### config.mk
export PLATFORM = sky130hd
export DESIGN_NAME = arc_regs
export DESIGN_NICKNAME = d
export VERILOG_FILES = /design/src/verilog/arc_pkg.sv /design/src/verilog/arc_regs.sv
export SDC_FILE = /design/constraint.sdc
export NUM_CORES = 1
export LEC_CHECK = 0
export BUFFER_PORTS_ARGS = -buffer_cell sky130_fd_sc_hd__buf_2
export CORE_MARGIN = 2
export CORE_UTILIZATION = 55
export DETAILED_ROUTE_END_ITERATION = 7
export PLACE_DENSITY = 0.78
export SETUP_SLACK_MARGIN = 0.3
export SLEW_MARGIN = 20
export SYNTH_ARGS = -nofsm -noshare
export SYNTH_HDL_FRONTEND = slang
export SYNTH_SLANG_ARGS = --single-unit
### constraint.sdc
create_clock -name clk_sys_i -period 5.6 [get_ports clk_sys_i]
set_clock_uncertainty 0.15 [all_clocks]
set_input_delay 0.56 -clock clk_sys_i [delete_from_list [all_inputs] [get_ports clk_sys_i]]
set_output_delay 0.56 -clock clk_sys_i [all_outputs]
set_load 0.01 [all_outputs]
### src/verilog/arc_pkg.sv
// Purpose: shared constants for the converter result/compare register block
// Assumes: byte-wide registers on 32-bit words, byte address = index * 4
// Notes: indices with no printed offset are placed in the 0x0d and 0x20 ranges
`default_nettype none
package arc_pkg;
   // -------------------------------------------------------------
   // register indices (byte address is index * 4)
   // -------------------------------------------------------------
   localparam logic [5:0] IDX_FLAG = 6'h06;
   localparam logic [5:0] IDX_HOLD = 6'h07;
   localparam logic [5:0] IDX_SAMP = 6'h08;
   localparam logic [5:0] IDX_CALL = 6'h0c;
   localparam logic [5:0] IDX_CALH = 6'h0d;
   localparam logic [5:0] IDX_COMPARE_LOW_REG = 6'h18;
   localparam logic [5:0] IDX_COMPARE_HIGH_REG = 6'h19;
   localparam logic [5:0] IDX_CTRL = 6'h20;
   localparam logic [5:0] IDX_MASK = 6'h21;
   localparam logic [5:0] IDX_RESL = 6'h24;
   localparam logic [5:0] IDX_RESH = 6'h25;
   localparam int ADDR_W = 8;
   localparam int IDX_LSB = 2;
   // -------------------------------------------------------------
   // fields and reset values
   // -------------------------------------------------------------
   localparam int FLAG_BIT = 0;
   localparam int SAMP_W = 6;
   localparam int CALH_W = 4;
   localparam int CTRL_CMPEN_BIT = 0;
   localparam int CTRL_RES_LSB = 1;
   localparam int CTRL_ABOVE_BIT = 3;
   localparam int CTRL_SIGN_BIT = 4;
   localparam int CTRL_PSC_LSB = 5;
   localparam logic [7:0] REG_RESET = 8'h00;
   localparam logic [1:0] RESP_OKAY = 2'h0;
   localparam logic [1:0] RESP_SLVERR = 2'h2;
   // half converter-clock period at the smallest division of four
   localparam logic [15:0] HALF_BASE = 16'h0002;
   typedef enum logic [1:0] {
      RES_12R = 2'b00,
      RES_RSV = 2'b01,
      RES_8R = 2'b10,
      RES_12L = 2'b11
   } arc_res_e;
   typedef enum logic {
      SMP_IDLE = 1'b0,
      SMP_RUN = 1'b1
   } arc_smp_e;
endpackage
`default_nettype wire

### src/verilog/arc_regs.sv
// Purpose: result, compare, calibration and flag registers of a converter channel
// Assumes: converter signals are on clk_sys_i; AXI4-Lite register access
// Notes: all registers are one byte in the low lane of a 32-bit word
//
// Summary of operation
// - conversion end sets channel flag bit 0
// - compare mode sets flag only on hit
// - interrupt vector execution clears the flag
// - writing one clears flag, zero keeps
// - low-byte read captures high byte into hold
// - hold register is ordinary read/write storage
// - sampling lasts length plus one half periods
// - twelve-bit calibration pair, low byte stores lsbs
// - left-adjusted twelve-bit placement, low nibble zero
// - right-adjusted twelve-bit, sign extend when differential
// - eight-bit result, high byte sign or zero
// - sixteen-bit compare value, signed in signed mode
// - format codes: 00, 10, 11; 01 reserved
// - sign select resets unsigned, set means signed
// - converter clock divides by four to 512
`timescale 1ns/1ns
`default_nettype none
module arc_regs (
   input wire logic clk_sys_i,
   input wire logic reset_n_i,
   input wire logic [7:0] s_axi_awaddr,
   input wire logic s_axi_awvalid,
   output logic s_axi_awready,
   input wire logic [31:0] s_axi_wdata,
   input wire logic [3:0] s_axi_wstrb,
   input wire logic s_axi_wvalid,
   output logic s_axi_wready,
   output logic [1:0] s_axi_bresp,
   output logic s_axi_bvalid,
   input wire logic s_axi_bready,
   input wire logic [7:0] s_axi_araddr,
   input wire logic s_axi_arvalid,
   output logic s_axi_arready,
   output logic [31:0] s_axi_rdata,
   output logic [1:0] s_axi_rresp,
   output logic s_axi_rvalid,
   input wire logic s_axi_rready,
   input wire logic conv_done_i,
   input wire logic [11:0] conversion_result_i,
   input wire logic diff_mode_i,
   input wire logic sample_start_i,
   input wire logic irq_ack_i,
   output logic sampling_o,
   output logic [11:0] calibration_o,
   output logic sign_select_o,
   output logic [1:0] resolution_o,
   output logic irq_o
);
   // ----------------------------------------------------------------
   // helpers
   // ----------------------------------------------------------------
   function automatic logic known_idx(input logic [5:0] idx);
      case (idx)
         arc_pkg::IDX_FLAG, arc_pkg::IDX_HOLD, arc_pkg::IDX_SAMP, arc_pkg::IDX_CALL,
         arc_pkg::IDX_CALH, arc_pkg::IDX_COMPARE_LOW_REG, arc_pkg::IDX_COMPARE_HIGH_REG, arc_pkg::IDX_CTRL,
         arc_pkg::IDX_MASK, arc_pkg::IDX_RESL, arc_pkg::IDX_RESH: known_idx = 1'b1;
         default: known_idx = 1'b0;
      endcase
   endfunction

   // place a raw result into the 16-bit result word
   function automatic logic [15:0] fmt_word(input logic [11:0] res, input logic [1:0] mode,
                                            input logic sgn, input logic diff);
      logic ext12;
      logic ext8;
      ext12 = diff & res[11];
      ext8 = sgn & res[7];
      case (mode)
         arc_pkg::RES_12L: fmt_word = {res, 4'h0};
         arc_pkg::RES_8R: fmt_word = {{8{ext8}}, res[7:0]};
         default: fmt_word = {{4{ext12}}, res};
      endcase
   endfunction

   logic [7:0] samp_r;
   logic [7:0] cal_low_r;
   logic [3:0] cal_high_r;
   logic [7:0] cmp_low_r;
   logic [7:0] cmp_high_r;
   logic [7:0] ctrl_r;
   logic [15:0] result_r;
   logic [7:0] hold_r;
   logic hold_pend_r;
   logic flag_r;
   logic mask_r;
   logic [1:0] bresp_r;
   logic bvalid_r;
   logic [31:0] rdata_r;
   logic [1:0] rresp_r;
   logic rvalid_r;

   // ----------------------------------------------------------------
   // bus handshake
   // ----------------------------------------------------------------
   // address and data are taken together, so either arrival order works
   logic wr_go;
   logic rd_go;
   logic [5:0] wr_idx;
   logic [5:0] rd_idx;
   logic wr_lane;
   logic [7:0] wr_byte;
   assign wr_go = s_axi_awvalid & s_axi_wvalid & ~bvalid_r;
   assign rd_go = s_axi_arvalid & ~rvalid_r;
   assign s_axi_awready = wr_go;
   assign s_axi_wready = wr_go;
   assign s_axi_arready = rd_go;
   assign wr_idx = s_axi_awaddr[arc_pkg::ADDR_W-1:arc_pkg::IDX_LSB];
   assign rd_idx = s_axi_araddr[arc_pkg::ADDR_W-1:arc_pkg::IDX_LSB];
   assign wr_lane = wr_go & s_axi_wstrb[0];
   assign wr_byte = s_axi_wdata[7:0];

   function automatic logic wr_hit(input logic lane, input logic [5:0] idx, input logic [5:0] reg_idx);
      wr_hit = lane & (idx == reg_idx);
   endfunction
   always_ff @(posedge clk_sys_i) begin
      if (!reset_n_i) begin
         bvalid_r <= 1'b0;
         bresp_r <= arc_pkg::RESP_OKAY;
      end else if (wr_go) begin
         bvalid_r <= 1'b1;
         bresp_r <= known_idx(wr_idx) ? arc_pkg::RESP_OKAY : arc_pkg::RESP_SLVERR;
      end else if (s_axi_bready) begin
         bvalid_r <= 1'b0;
      end
   end

   // ----------------------------------------------------------------
   // software registers
   // ----------------------------------------------------------------
   // reserved bits are dropped on write so they always read zero
   always_ff @(posedge clk_sys_i) begin
      if (!reset_n_i) begin
         samp_r <= arc_pkg::REG_RESET;
         cal_low_r <= arc_pkg::REG_RESET;
         cal_high_r <= arc_pkg::REG_RESET[3:0];
         cmp_low_r <= arc_pkg::REG_RESET;
         cmp_high_r <= arc_pkg::REG_RESET;
         ctrl_r <= arc_pkg::REG_RESET;
         mask_r <= 1'b0;
      end else begin
         if (wr_hit(wr_lane, wr_idx, arc_pkg::IDX_SAMP)) begin
            samp_r <= {2'h0, wr_byte[arc_pkg::SAMP_W-1:0]};
         end
         if (wr_hit(wr_lane, wr_idx, arc_pkg::IDX_CALL)) begin
            cal_low_r <= wr_byte;
         end
         if (wr_hit(wr_lane, wr_idx, arc_pkg::IDX_CALH)) begin
            cal_high_r <= wr_byte[arc_pkg::CALH_W-1:0];
         end
         if (wr_hit(wr_lane, wr_idx, arc_pkg::IDX_COMPARE_LOW_REG)) begin
            cmp_low_r <= wr_byte;
         end
         if (wr_hit(wr_lane, wr_idx, arc_pkg::IDX_COMPARE_HIGH_REG)) begin
            cmp_high_r <= wr_byte;
         end
         if (wr_hit(wr_lane, wr_idx, arc_pkg::IDX_CTRL)) begin
            ctrl_r <= wr_byte;
         end
         if (wr_hit(wr_lane, wr_idx, arc_pkg::IDX_MASK)) begin
            mask_r <= wr_byte[arc_pkg::FLAG_BIT];
         end
      end
   end

   logic sign_sel;
   logic cmp_en;
   logic cmp_above;
   logic [1:0] res_mode;
   logic [2:0] psc;
   assign sign_sel = ctrl_r[arc_pkg::CTRL_SIGN_BIT];
   assign cmp_en = ctrl_r[arc_pkg::CTRL_CMPEN_BIT];
   assign cmp_above = ctrl_r[arc_pkg::CTRL_ABOVE_BIT];
   assign res_mode = ctrl_r[arc_pkg::CTRL_RES_LSB+1:arc_pkg::CTRL_RES_LSB];
   assign psc = ctrl_r[arc_pkg::CTRL_PSC_LSB+2:arc_pkg::CTRL_PSC_LSB];
   assign calibration_o = {cal_high_r, cal_low_r};
   assign sign_select_o = sign_sel;
   assign resolution_o = res_mode;
   // ----------------------------------------------------------------
   // result capture and compare
   // ----------------------------------------------------------------
   logic [15:0] new_word;
   logic [15:0] cmp_word;
   logic cmp_gt;
   logic cmp_lt;
   logic cmp_hit;
   assign new_word = fmt_word(conversion_result_i, res_mode, sign_sel, diff_mode_i);
   assign cmp_word = {cmp_high_r, cmp_low_r};
   // signed mode treats both words as two's complement
   assign cmp_gt = sign_sel ? ($signed(new_word) > $signed(cmp_word)) : (new_word > cmp_word);
   assign cmp_lt = sign_sel ? ($signed(new_word) < $signed(cmp_word)) : (new_word < cmp_word);
   assign cmp_hit = cmp_above ? cmp_gt : cmp_lt;

   always_ff @(posedge clk_sys_i) begin
      if (!reset_n_i) begin
         result_r <= {arc_pkg::REG_RESET, arc_pkg::REG_RESET};
      end else if (conv_done_i) begin
         result_r <= new_word;
      end
   end

   // ----------------------------------------------------------------
   // completion flag and interrupt
   // ----------------------------------------------------------------
   logic flag_set;
   logic flag_clr;
   assign flag_set = conv_done_i & (~cmp_en | cmp_hit);
   assign flag_clr = irq_ack_i | (wr_hit(wr_lane, wr_idx, arc_pkg::IDX_FLAG) & wr_byte[arc_pkg::FLAG_BIT]);

   always_ff @(posedge clk_sys_i) begin
      if (!reset_n_i) begin
         flag_r <= 1'b0;
      end else begin
         // a new event in the clearing cycle is kept
         flag_r <= flag_set | (flag_r & ~flag_clr);
      end
   end
   assign irq_o = flag_r & mask_r;
   // ----------------------------------------------------------------
   // read path and byte holding register
   // ----------------------------------------------------------------
   logic low_read;
   logic high_read;
   logic [7:0] live_high;
   logic [7:0] rd_byte;
   assign low_read = rd_go & ((rd_idx == arc_pkg::IDX_RESL) | (rd_idx == arc_pkg::IDX_CALL) |
                              (rd_idx == arc_pkg::IDX_COMPARE_LOW_REG));
   assign high_read = rd_go & ((rd_idx == arc_pkg::IDX_RESH) | (rd_idx == arc_pkg::IDX_CALH) |
                               (rd_idx == arc_pkg::IDX_COMPARE_HIGH_REG));
   always_comb begin
      case (rd_idx)
         arc_pkg::IDX_RESL: live_high = result_r[15:8];
         arc_pkg::IDX_CALL: live_high = {4'h0, cal_high_r};
         default: live_high = cmp_high_r;
      endcase
   end

   always_comb begin
      case (rd_idx)
         arc_pkg::IDX_FLAG: rd_byte = {7'h00, flag_r};
         arc_pkg::IDX_HOLD: rd_byte = hold_r;
         arc_pkg::IDX_SAMP: rd_byte = samp_r;
         arc_pkg::IDX_CALL: rd_byte = cal_low_r;
         arc_pkg::IDX_CALH: rd_byte = hold_pend_r ? hold_r : {4'h0, cal_high_r};
         arc_pkg::IDX_COMPARE_LOW_REG: rd_byte = cmp_low_r;
         arc_pkg::IDX_COMPARE_HIGH_REG: rd_byte = hold_pend_r ? hold_r : cmp_high_r;
         arc_pkg::IDX_CTRL: rd_byte = ctrl_r;
         arc_pkg::IDX_MASK: rd_byte = {7'h00, mask_r};
         arc_pkg::IDX_RESL: rd_byte = result_r[7:0];
         arc_pkg::IDX_RESH: rd_byte = hold_pend_r ? hold_r : result_r[15:8];
         default: rd_byte = 8'h00;
      endcase
   end

   // a capture on a low read wins over a software write in the same cycle
   always_ff @(posedge clk_sys_i) begin
      if (!reset_n_i) begin
         hold_r <= arc_pkg::REG_RESET;
         hold_pend_r <= 1'b0;
      end else begin
         if (low_read) begin
            hold_r <= live_high;
         end else if (wr_hit(wr_lane, wr_idx, arc_pkg::IDX_HOLD)) begin
            hold_r <= wr_byte;
         end
         if (low_read) begin
            hold_pend_r <= 1'b1;
         end else if (high_read) begin
            hold_pend_r <= 1'b0;
         end
      end
   end

   always_ff @(posedge clk_sys_i) begin
      if (!reset_n_i) begin
         rvalid_r <= 1'b0;
         rdata_r <= 32'h0000_0000;
         rresp_r <= arc_pkg::RESP_OKAY;
      end else if (rd_go) begin
         rvalid_r <= 1'b1;
         rdata_r <= {24'h00_0000, rd_byte};
         rresp_r <= known_idx(rd_idx) ? arc_pkg::RESP_OKAY : arc_pkg::RESP_SLVERR;
      end else if (s_axi_rready) begin
         rvalid_r <= 1'b0;
      end
   end
   assign s_axi_bvalid = bvalid_r;
   assign s_axi_bresp = bresp_r;
   assign s_axi_rvalid = rvalid_r;
   assign s_axi_rdata = rdata_r;
   assign s_axi_rresp = rresp_r;
   // ----------------------------------------------------------------
   // sampling phase timer
   // ----------------------------------------------------------------
   // half period is 2 << psc peripheral clocks, so 4..512 division
   arc_pkg::arc_smp_e smp_state_r;
   logic [15:0] smp_cnt_r;
   logic [15:0] smp_len;
   assign smp_len = 16'((32'(samp_r[arc_pkg::SAMP_W-1:0]) + 32'd1) * 32'(arc_pkg::HALF_BASE << psc));

   always_ff @(posedge clk_sys_i) begin
      if (!reset_n_i) begin
         smp_state_r <= arc_pkg::SMP_IDLE;
         smp_cnt_r <= 16'h0000;
      end else begin
         unique case (smp_state_r)
            arc_pkg::SMP_IDLE: begin
               if (sample_start_i) begin
                  smp_state_r <= arc_pkg::SMP_RUN;
                  smp_cnt_r <= smp_len - 16'h0001;
               end
            end
            arc_pkg::SMP_RUN: begin
               if (smp_cnt_r == 16'h0000) begin
                  smp_state_r <= arc_pkg::SMP_IDLE;
               end else begin
                  smp_cnt_r <= smp_cnt_r - 16'h0001;
               end
            end
         endcase
      end
   end
   assign sampling_o = (smp_state_r == arc_pkg::SMP_RUN);
endmodule
`default_nettype wire
After elaboration in Yosys (flattened, before gate mapping)
Cells that the tools add are included.
{"block": "word_totals", "out_inout_bits": 58, "register_bits": 100, "in_bits": 75, "wordCells": 125}
{"block": "classes", "shifts": 1, "n_eq_ne": 26, "bitwise": 33, "multipliers": 1, "n_addsub": 3, "n_lt_le_gt_ge": 4, "n_reduce_logical": 8, "muxes": 31}
{"op": "case mux 8 bit (11 select lines)", "count": 1}
{"op": "case mux 16 bit (2 select lines)", "count": 2}
{"op": "== test 6 bit, second input constant", "count": 8}
{"op": "2-to-1 mux 8 bit", "count": 5}
{"op": "== test 6 x 4 -> 1 bit, second input constant", "count": 6}
{"op": "> comparator 16 bit", "count": 2}
{"op": "less-than comparator 16 bit", "count": 2}
{"op": "multiplier 7 x 32 -> 16 bit", "count": 1}
{"op": "2-to-1 mux 16 bit", "count": 2}
{"op": "left shift 2 x 3 -> 32 bit, first input constant", "count": 1}
{"op": "subtractor 16 x 1 -> 16 bit, second input constant", "count": 2}
{"op": "== test 6 x 3 -> 1 bit, second input constant", "count": 4}
{"op": "== test 6 x 5 -> 1 bit, second input constant", "count": 4}
{"op": "OR reduction 11 bit", "count": 2}
{"op": "AND 1 bit", "count": 21}
{"op": "2-to-1 mux 1 bit", "count": 17}
{"op": "zero test 16 bit", "count": 1}
{"op": "case mux 8 bit (2 select lines)", "count": 1}
{"op": "nonzero test 2 bit", "count": 4}
{"op": "adder 6 x 1 -> 7 bit, second input constant", "count": 1}
{"op": "bitwise OR 1 bit", "count": 7}
{"op": "inverter 1 bit", "count": 5}
{"op": "== test 2 bit, second input constant", "count": 2}
{"op": "2-to-1 mux 2 bit", "count": 2}
{"op": "other kinds (3)", "count": 4}

Depth between registers and ports, before layout
{"block": "depth", "ltp_word": 9, "ltp_mapped": 19, "depth_no_buf": 18}

Worst setup path before layout
OpenSTA, ideal clock, no wires.
{"block": "synth_path", "path_kind": "reg2reg", "from": "register samp_r[2]", "to": "register smp_cnt_r[13]", "stages_incl_launch_ff": 19, "setup_slack_ps": 550, "setup_time_ps": 62, "arrival_time_ps": 4838, "synth_period_minus_slack_ps": 5050, "n_path_buf": 1, "path_cell_list": "dfxtp_1 > clkbuf_1 > and3_1 > nand3_1 > xnor2_1 > nand2_1 > ha_1 > fa_1 > inv_1 > fa_1 > inv_1 > fa_1 > inv_1 > ha_1 > or3_1 > o221a_2 > o211a_1 > or4_1 > nand3_1"}
{"block": "synth_between", "elab_chain_len": 5}
{"item": "start: declaration", "line_no": "arc_regs.sv:80", "source": "logic [7:0] samp_r;"}
{"item": "start signal: assignment", "line_no": "arc_regs.sv:138", "source": "samp_r <= arc_pkg::REG_RESET;"}
{"item": "start signal: assignment", "line_no": "arc_regs.sv:147", "source": "samp_r <= {2'h0, wr_byte[arc_pkg::SAMP_W-1:0]};"}
{"item": "adder 6 x 1 -> 7 bit", "line_no": "arc_regs.sv:303", "source": "assign smp_len = 16'((32'(samp_r[arc_pkg::SAMP_W-1:0]) + 32'd1) * 32'(arc_pkg::HALF_BASE << psc));"}
{"item": "multiplier 7 x 32 -> 16 bit", "line_no": "arc_regs.sv:303"}
{"item": "subtractor 16 x 1 -> 16 bit", "line_no": "arc_regs.sv:314", "source": "smp_cnt_r <= smp_len - 16'h0001;"}
{"item": "2-to-1 mux 16 bit", "line_no": "arc_regs.sv:312", "source": "if (sample_start_i) begin"}
{"item": "case mux 16 bit (2 select lines)", "line_no": "arc_regs.sv:310", "source": "unique case (smp_state_r)"}
{"item": "end signal: assignment", "line_no": "arc_regs.sv:314"}
{"item": "end signal: assignment", "line_no": "arc_regs.sv:321", "source": "smp_cnt_r <= smp_cnt_r - 16'h0001;"}
{"item": "end: declaration", "line_no": "arc_regs.sv:301", "source": "logic [15:0] smp_cnt_r;"}
Every way passes these cells. The select of a mux whose other input is x is not followed.
A chain may end at the register's enable or synchronous reset.

Worst setup path after layout
{"block": "layout_path", "from": "register samp_r[1]", "to": "register smp_cnt_r[13]"}
The elaborated chain is that of the path after synthesis.

==> flow_summary.yaml <==
outcome:
  outcome: "completed"
logic_synthesis:
  syn_area_mm2: 0.007963
  yosysWarnings: 0
  ys_types: 76
  async_reset_ff_frac: 0
  ys_seq_area_frac: 0.2464
  synthFlopType: "dfxtp_1"
  synth_compound_area_frac: 0.1642
  synthTopCellsByArea: "dfxtp_1 (25%), fa_1 (8.5%), ha_1 (8.5%), mux2i_1 (8.3%), nor2_1 (5.9%)"
  ys_ff_latch: 98
  synth_most_common_cell: "nor2_1"
  synth_top_family_by_area: "simple AND/OR/NAND/NOR gates"
  synth_simple_gate_area_frac: 0.2170
  synth-edff-count: 0
  synth.top_cells.by_count: "nor2_1 (126), dfxtp_1 (98), inv_1 (84)"
  synth.largest_area_cell: "dfxtp_1"
  syn_area_per_cell_um2: 8.277
  synth-xor-area-share: 0.01430
  synthMuxAreaShare: 0.09569
  synth-adder-area-share: 0.1703
  netlist_instances: 962
  synth_top_cell_area_share: 0.2464
global_route:
  busiest_layer: "met2"
  grt_max_degree: 72
  grt_pass1_vias: 6729
  grt_first_pass_wirelength_um: 34040
  grtUsageMet2: 0.4413
  grtUsageMet1: 0.3488
  grt_remaining_overflow: 0
  grtUsageMet3: 0.04296
  antenna_found_initial: 0
  globalRouteTotalUtil: 0.2699
worst_setup_path:
  worstSetupPathType: "flop to flop"
  cp_common_cell: "fa_1"
  reg2reg_slack_ps: 520
  crit_start: "samp_r[1]$_SDFFE_PN0P_"
  slowest_delay_ps: 520
  reg2reg_depth: 18
  critPathArrivalTime_ps: 5220
  r2r_end: "smp_cnt_r[13]$_SDFFE_PN0P_"
  r2r_start: "samp_r[1]$_SDFFE_PN0P_"
  cp.required_ps: 5740
  timing.critical_path.to: "smp_cnt_r[13]$_SDFFE_PN0P_"
  crit_slowest_cell: "fa_1"
  startpoint_type: "flop"
  endpoint_kind: "flop"
  cp_max_fo: 6
  path_cells: "ha_4, nand3_2, xor2_4, nand2b_1, fa_1, fa_1, inv_1, fa_1, inv_1, fa_1, inv_1, ha_2, o21a_1, o31a_1, o221a_2, o211a_1, or4_1, nand3_1"
routing:
  drt-total-wl_um: 21210
  drt_first_iter_violations: 649
  drc: 0
  ant_nets: 0
  num_vias: 7130
  vias_per_cell: 5.952
  first_pass_iters: 5
  routedWlPerCell_um: 17.71
final_layout:
  fill_cells: 1232
  seq_area_mm2: 0.001976
  final_nets: 1176
  stdcell_area_mm2: 0.008725
  multi_input_area_mm2: 0.005416
  n_antenna_cell: 0
  syn_to_final_growth_pct: 9.569
  final_layout_size_suffix_gt1_frac: 0.1464
timing:
  max_freq_ghz: 0.1969
  tns_ps: 0
  hold_ws_ps: 326.8
  maxSlewHeadroom: 0.2730
  period_share: 0.9069
  setup_viol: 0
  hold_violations: 0
  rsz0062_at_grt: "no"
  finalMaxSlewViolations: 0
  tightest_slew_ps: 1091
  period_needed_ps: 5079
clock_network:
  clk_pin_slew_ps: 70
  clk_latency_ps: 350
  htree_levels: 3
  cts_buffers: 9
  cts_root_buffer: "clkbuf_16"
  cts_tree: "yes"
  clk_path_buf_depth: 2
  cts.sinks: 98
floorplan:
  core_mm2: 0.01399
  start_util: 0.5692
  die-area_mm2: 0.01546
  die_h_um: 124.3
  io-pin-count: 133
  die_x_um: 124.3
  num_rows: 43
power:
  power.density_mw_per_mm2: 189.3
  ir_worst_vdd_uv: 285.7
  p_leak_nw: 3.826
place:
  dpl_cell_area_mm2: 0.008348
  gp_congestion: 0.9304
  hpwl_um: 16060
  portBuffers: 75
hold_path:
  hold_depth: 2
  hold_path.class: "flop to flop"
job:
  maxCapViolCount: 0
-- flip-flops by register name, summed over array words and instances, names as in the netlist, 4 cells and up --
register and flops:
cmp_high_r 8, ctrl_r 8, cal_low_r 8, result_r 16
smp_cnt_r 16, cmp_low_r 8, cal_high_r 4, hold_r 8
s_axi_rdata 8, samp_r 6
-- area by class of cell --
| type | count | area share |
|---|---|---|
| clock inverter | 6 | 0.006167 |
| inverter | 84 | 0.03614 |
| multi-input combinational | 729 | 0.6208 |
| timing repair buffer | 91 | 0.05722 |
| tap | 180 | 0.02581 |
| sequential | 98 | 0.2264 |
| clock buffer | 10 | 0.02739 |
-- metrics by stage --
stage,utilization,power (mW),setup WS (ps),std cells
floorplan,-,0.9775,549.8,987
CTS,0.6182,1.660,313.6,1196
finish,0.6237,1.652,521.3,1198
global route,0.6237,1.718,274.1,1198
global placement,0.5968,1.040,303.9,1180
detailed placement,0.5968,1.044,233.8,1180
-- metal layers --
layer,up-vias,wire length (µm)
li1,3418,-
met1,3361,8848
met2,289,9929
met3,62,1481
met4,0,953
met5,-,0
-- what timing repair did --
action                                  4_1_cts  5_1_grt
hold buffers                                  0        0
setup buffers                                 0        2
endpoints found under the setup margin        2        6
hold endpoints to repair                      0        0
pin swaps                                     0        0
resized for setup                             1       17
-- placed cells by master (no fill, tap or decap), drive strengths merged, types with 5 or more instances in the layout --
cell type  Yosys  layout
ha            54      54
nor2         128     128
and3           6       6
nand2b        17      17
mux2i         66      66
nor3          23      23
nand4          8       8
dfxtp         98      98
a21oi         47      47
conb           1      26
nand2         70      70
a222oi         8       8
fa            34      34
inv           84      89
or3            6       6
a22o           6       6
buf           45      91
xnor2          9       9
a211oi        23      23
o21a           6       6
clkbuf        31      10
o21ai         34      34
and2          17      17
mux2           9       9
nor2b         10      10
nand3b         5       5
nor4           6       6
nand3         17      17
a21o          10      10
o211ai         8       8
a22oi          7       7
a221oi        10      10
-- cell families (layout without fill, tap and decap cells) --
| group | Yosys count | count (layout) |
|---|---|---|
| muxes | 75 | 75 |
| other | 1 | 26 |
| xor gates and xnor gates | 13 | 13 |
| DFF | 98 | 98 |
| adders and majority gates | 88 | 88 |
| AOI/OAI and AO/OA | 189 | 189 |
| and+or+nand+nor | 338 | 338 |
| buffers and inverters | 160 | 191 |
-- where the power goes --
group | leakage (nW) | switching [mW] | total (mW) | internal [mW]
clock network | 0.142 | 0.295 | 0.618 | 0.323
logic | 2.88 | 0.168 | 0.273 | 0.105
registers | 0.802 | 0.0363 | 0.760 | 0.724
total | 3.83 | 0.499 | 1.65 | 1.15
-- how the worst min path moves through the flow --
stage                                startpoint                     endpoint  slack [ps]
floorplan                   mask_r$_SDFFE_PN0P_          mask_r$_SDFFE_PN0P_         290
global placement    s_axi_bresp[1]$_SDFFE_PN0P_  s_axi_bresp[1]$_SDFFE_PN0P_         310
detailed placement  s_axi_bresp[1]$_SDFFE_PN0P_  s_axi_bresp[1]$_SDFFE_PN0P_         320
CTS                                s_axi_rready    s_axi_rvalid$_SDFFE_PN0P_         320
global route        s_axi_bresp[1]$_SDFFE_PN0P_  s_axi_bresp[1]$_SDFFE_PN0P_         350
finish              s_axi_bresp[1]$_SDFFE_PN0P_  s_axi_bresp[1]$_SDFFE_PN0P_         330
-- critical path, delay by kind of cell (launching register included) --
family                   cells  cell delay [ps]
AND/OR/NAND/NOR              4              850
XOR/XNOR                     1              210
adder cells (fa/ha/maj)      6             2510
buffers and inverters        3              140
flip-flops                   1              380
AO/OA/AOI/OAI                4              750
(Power assumes the default switching activity.)
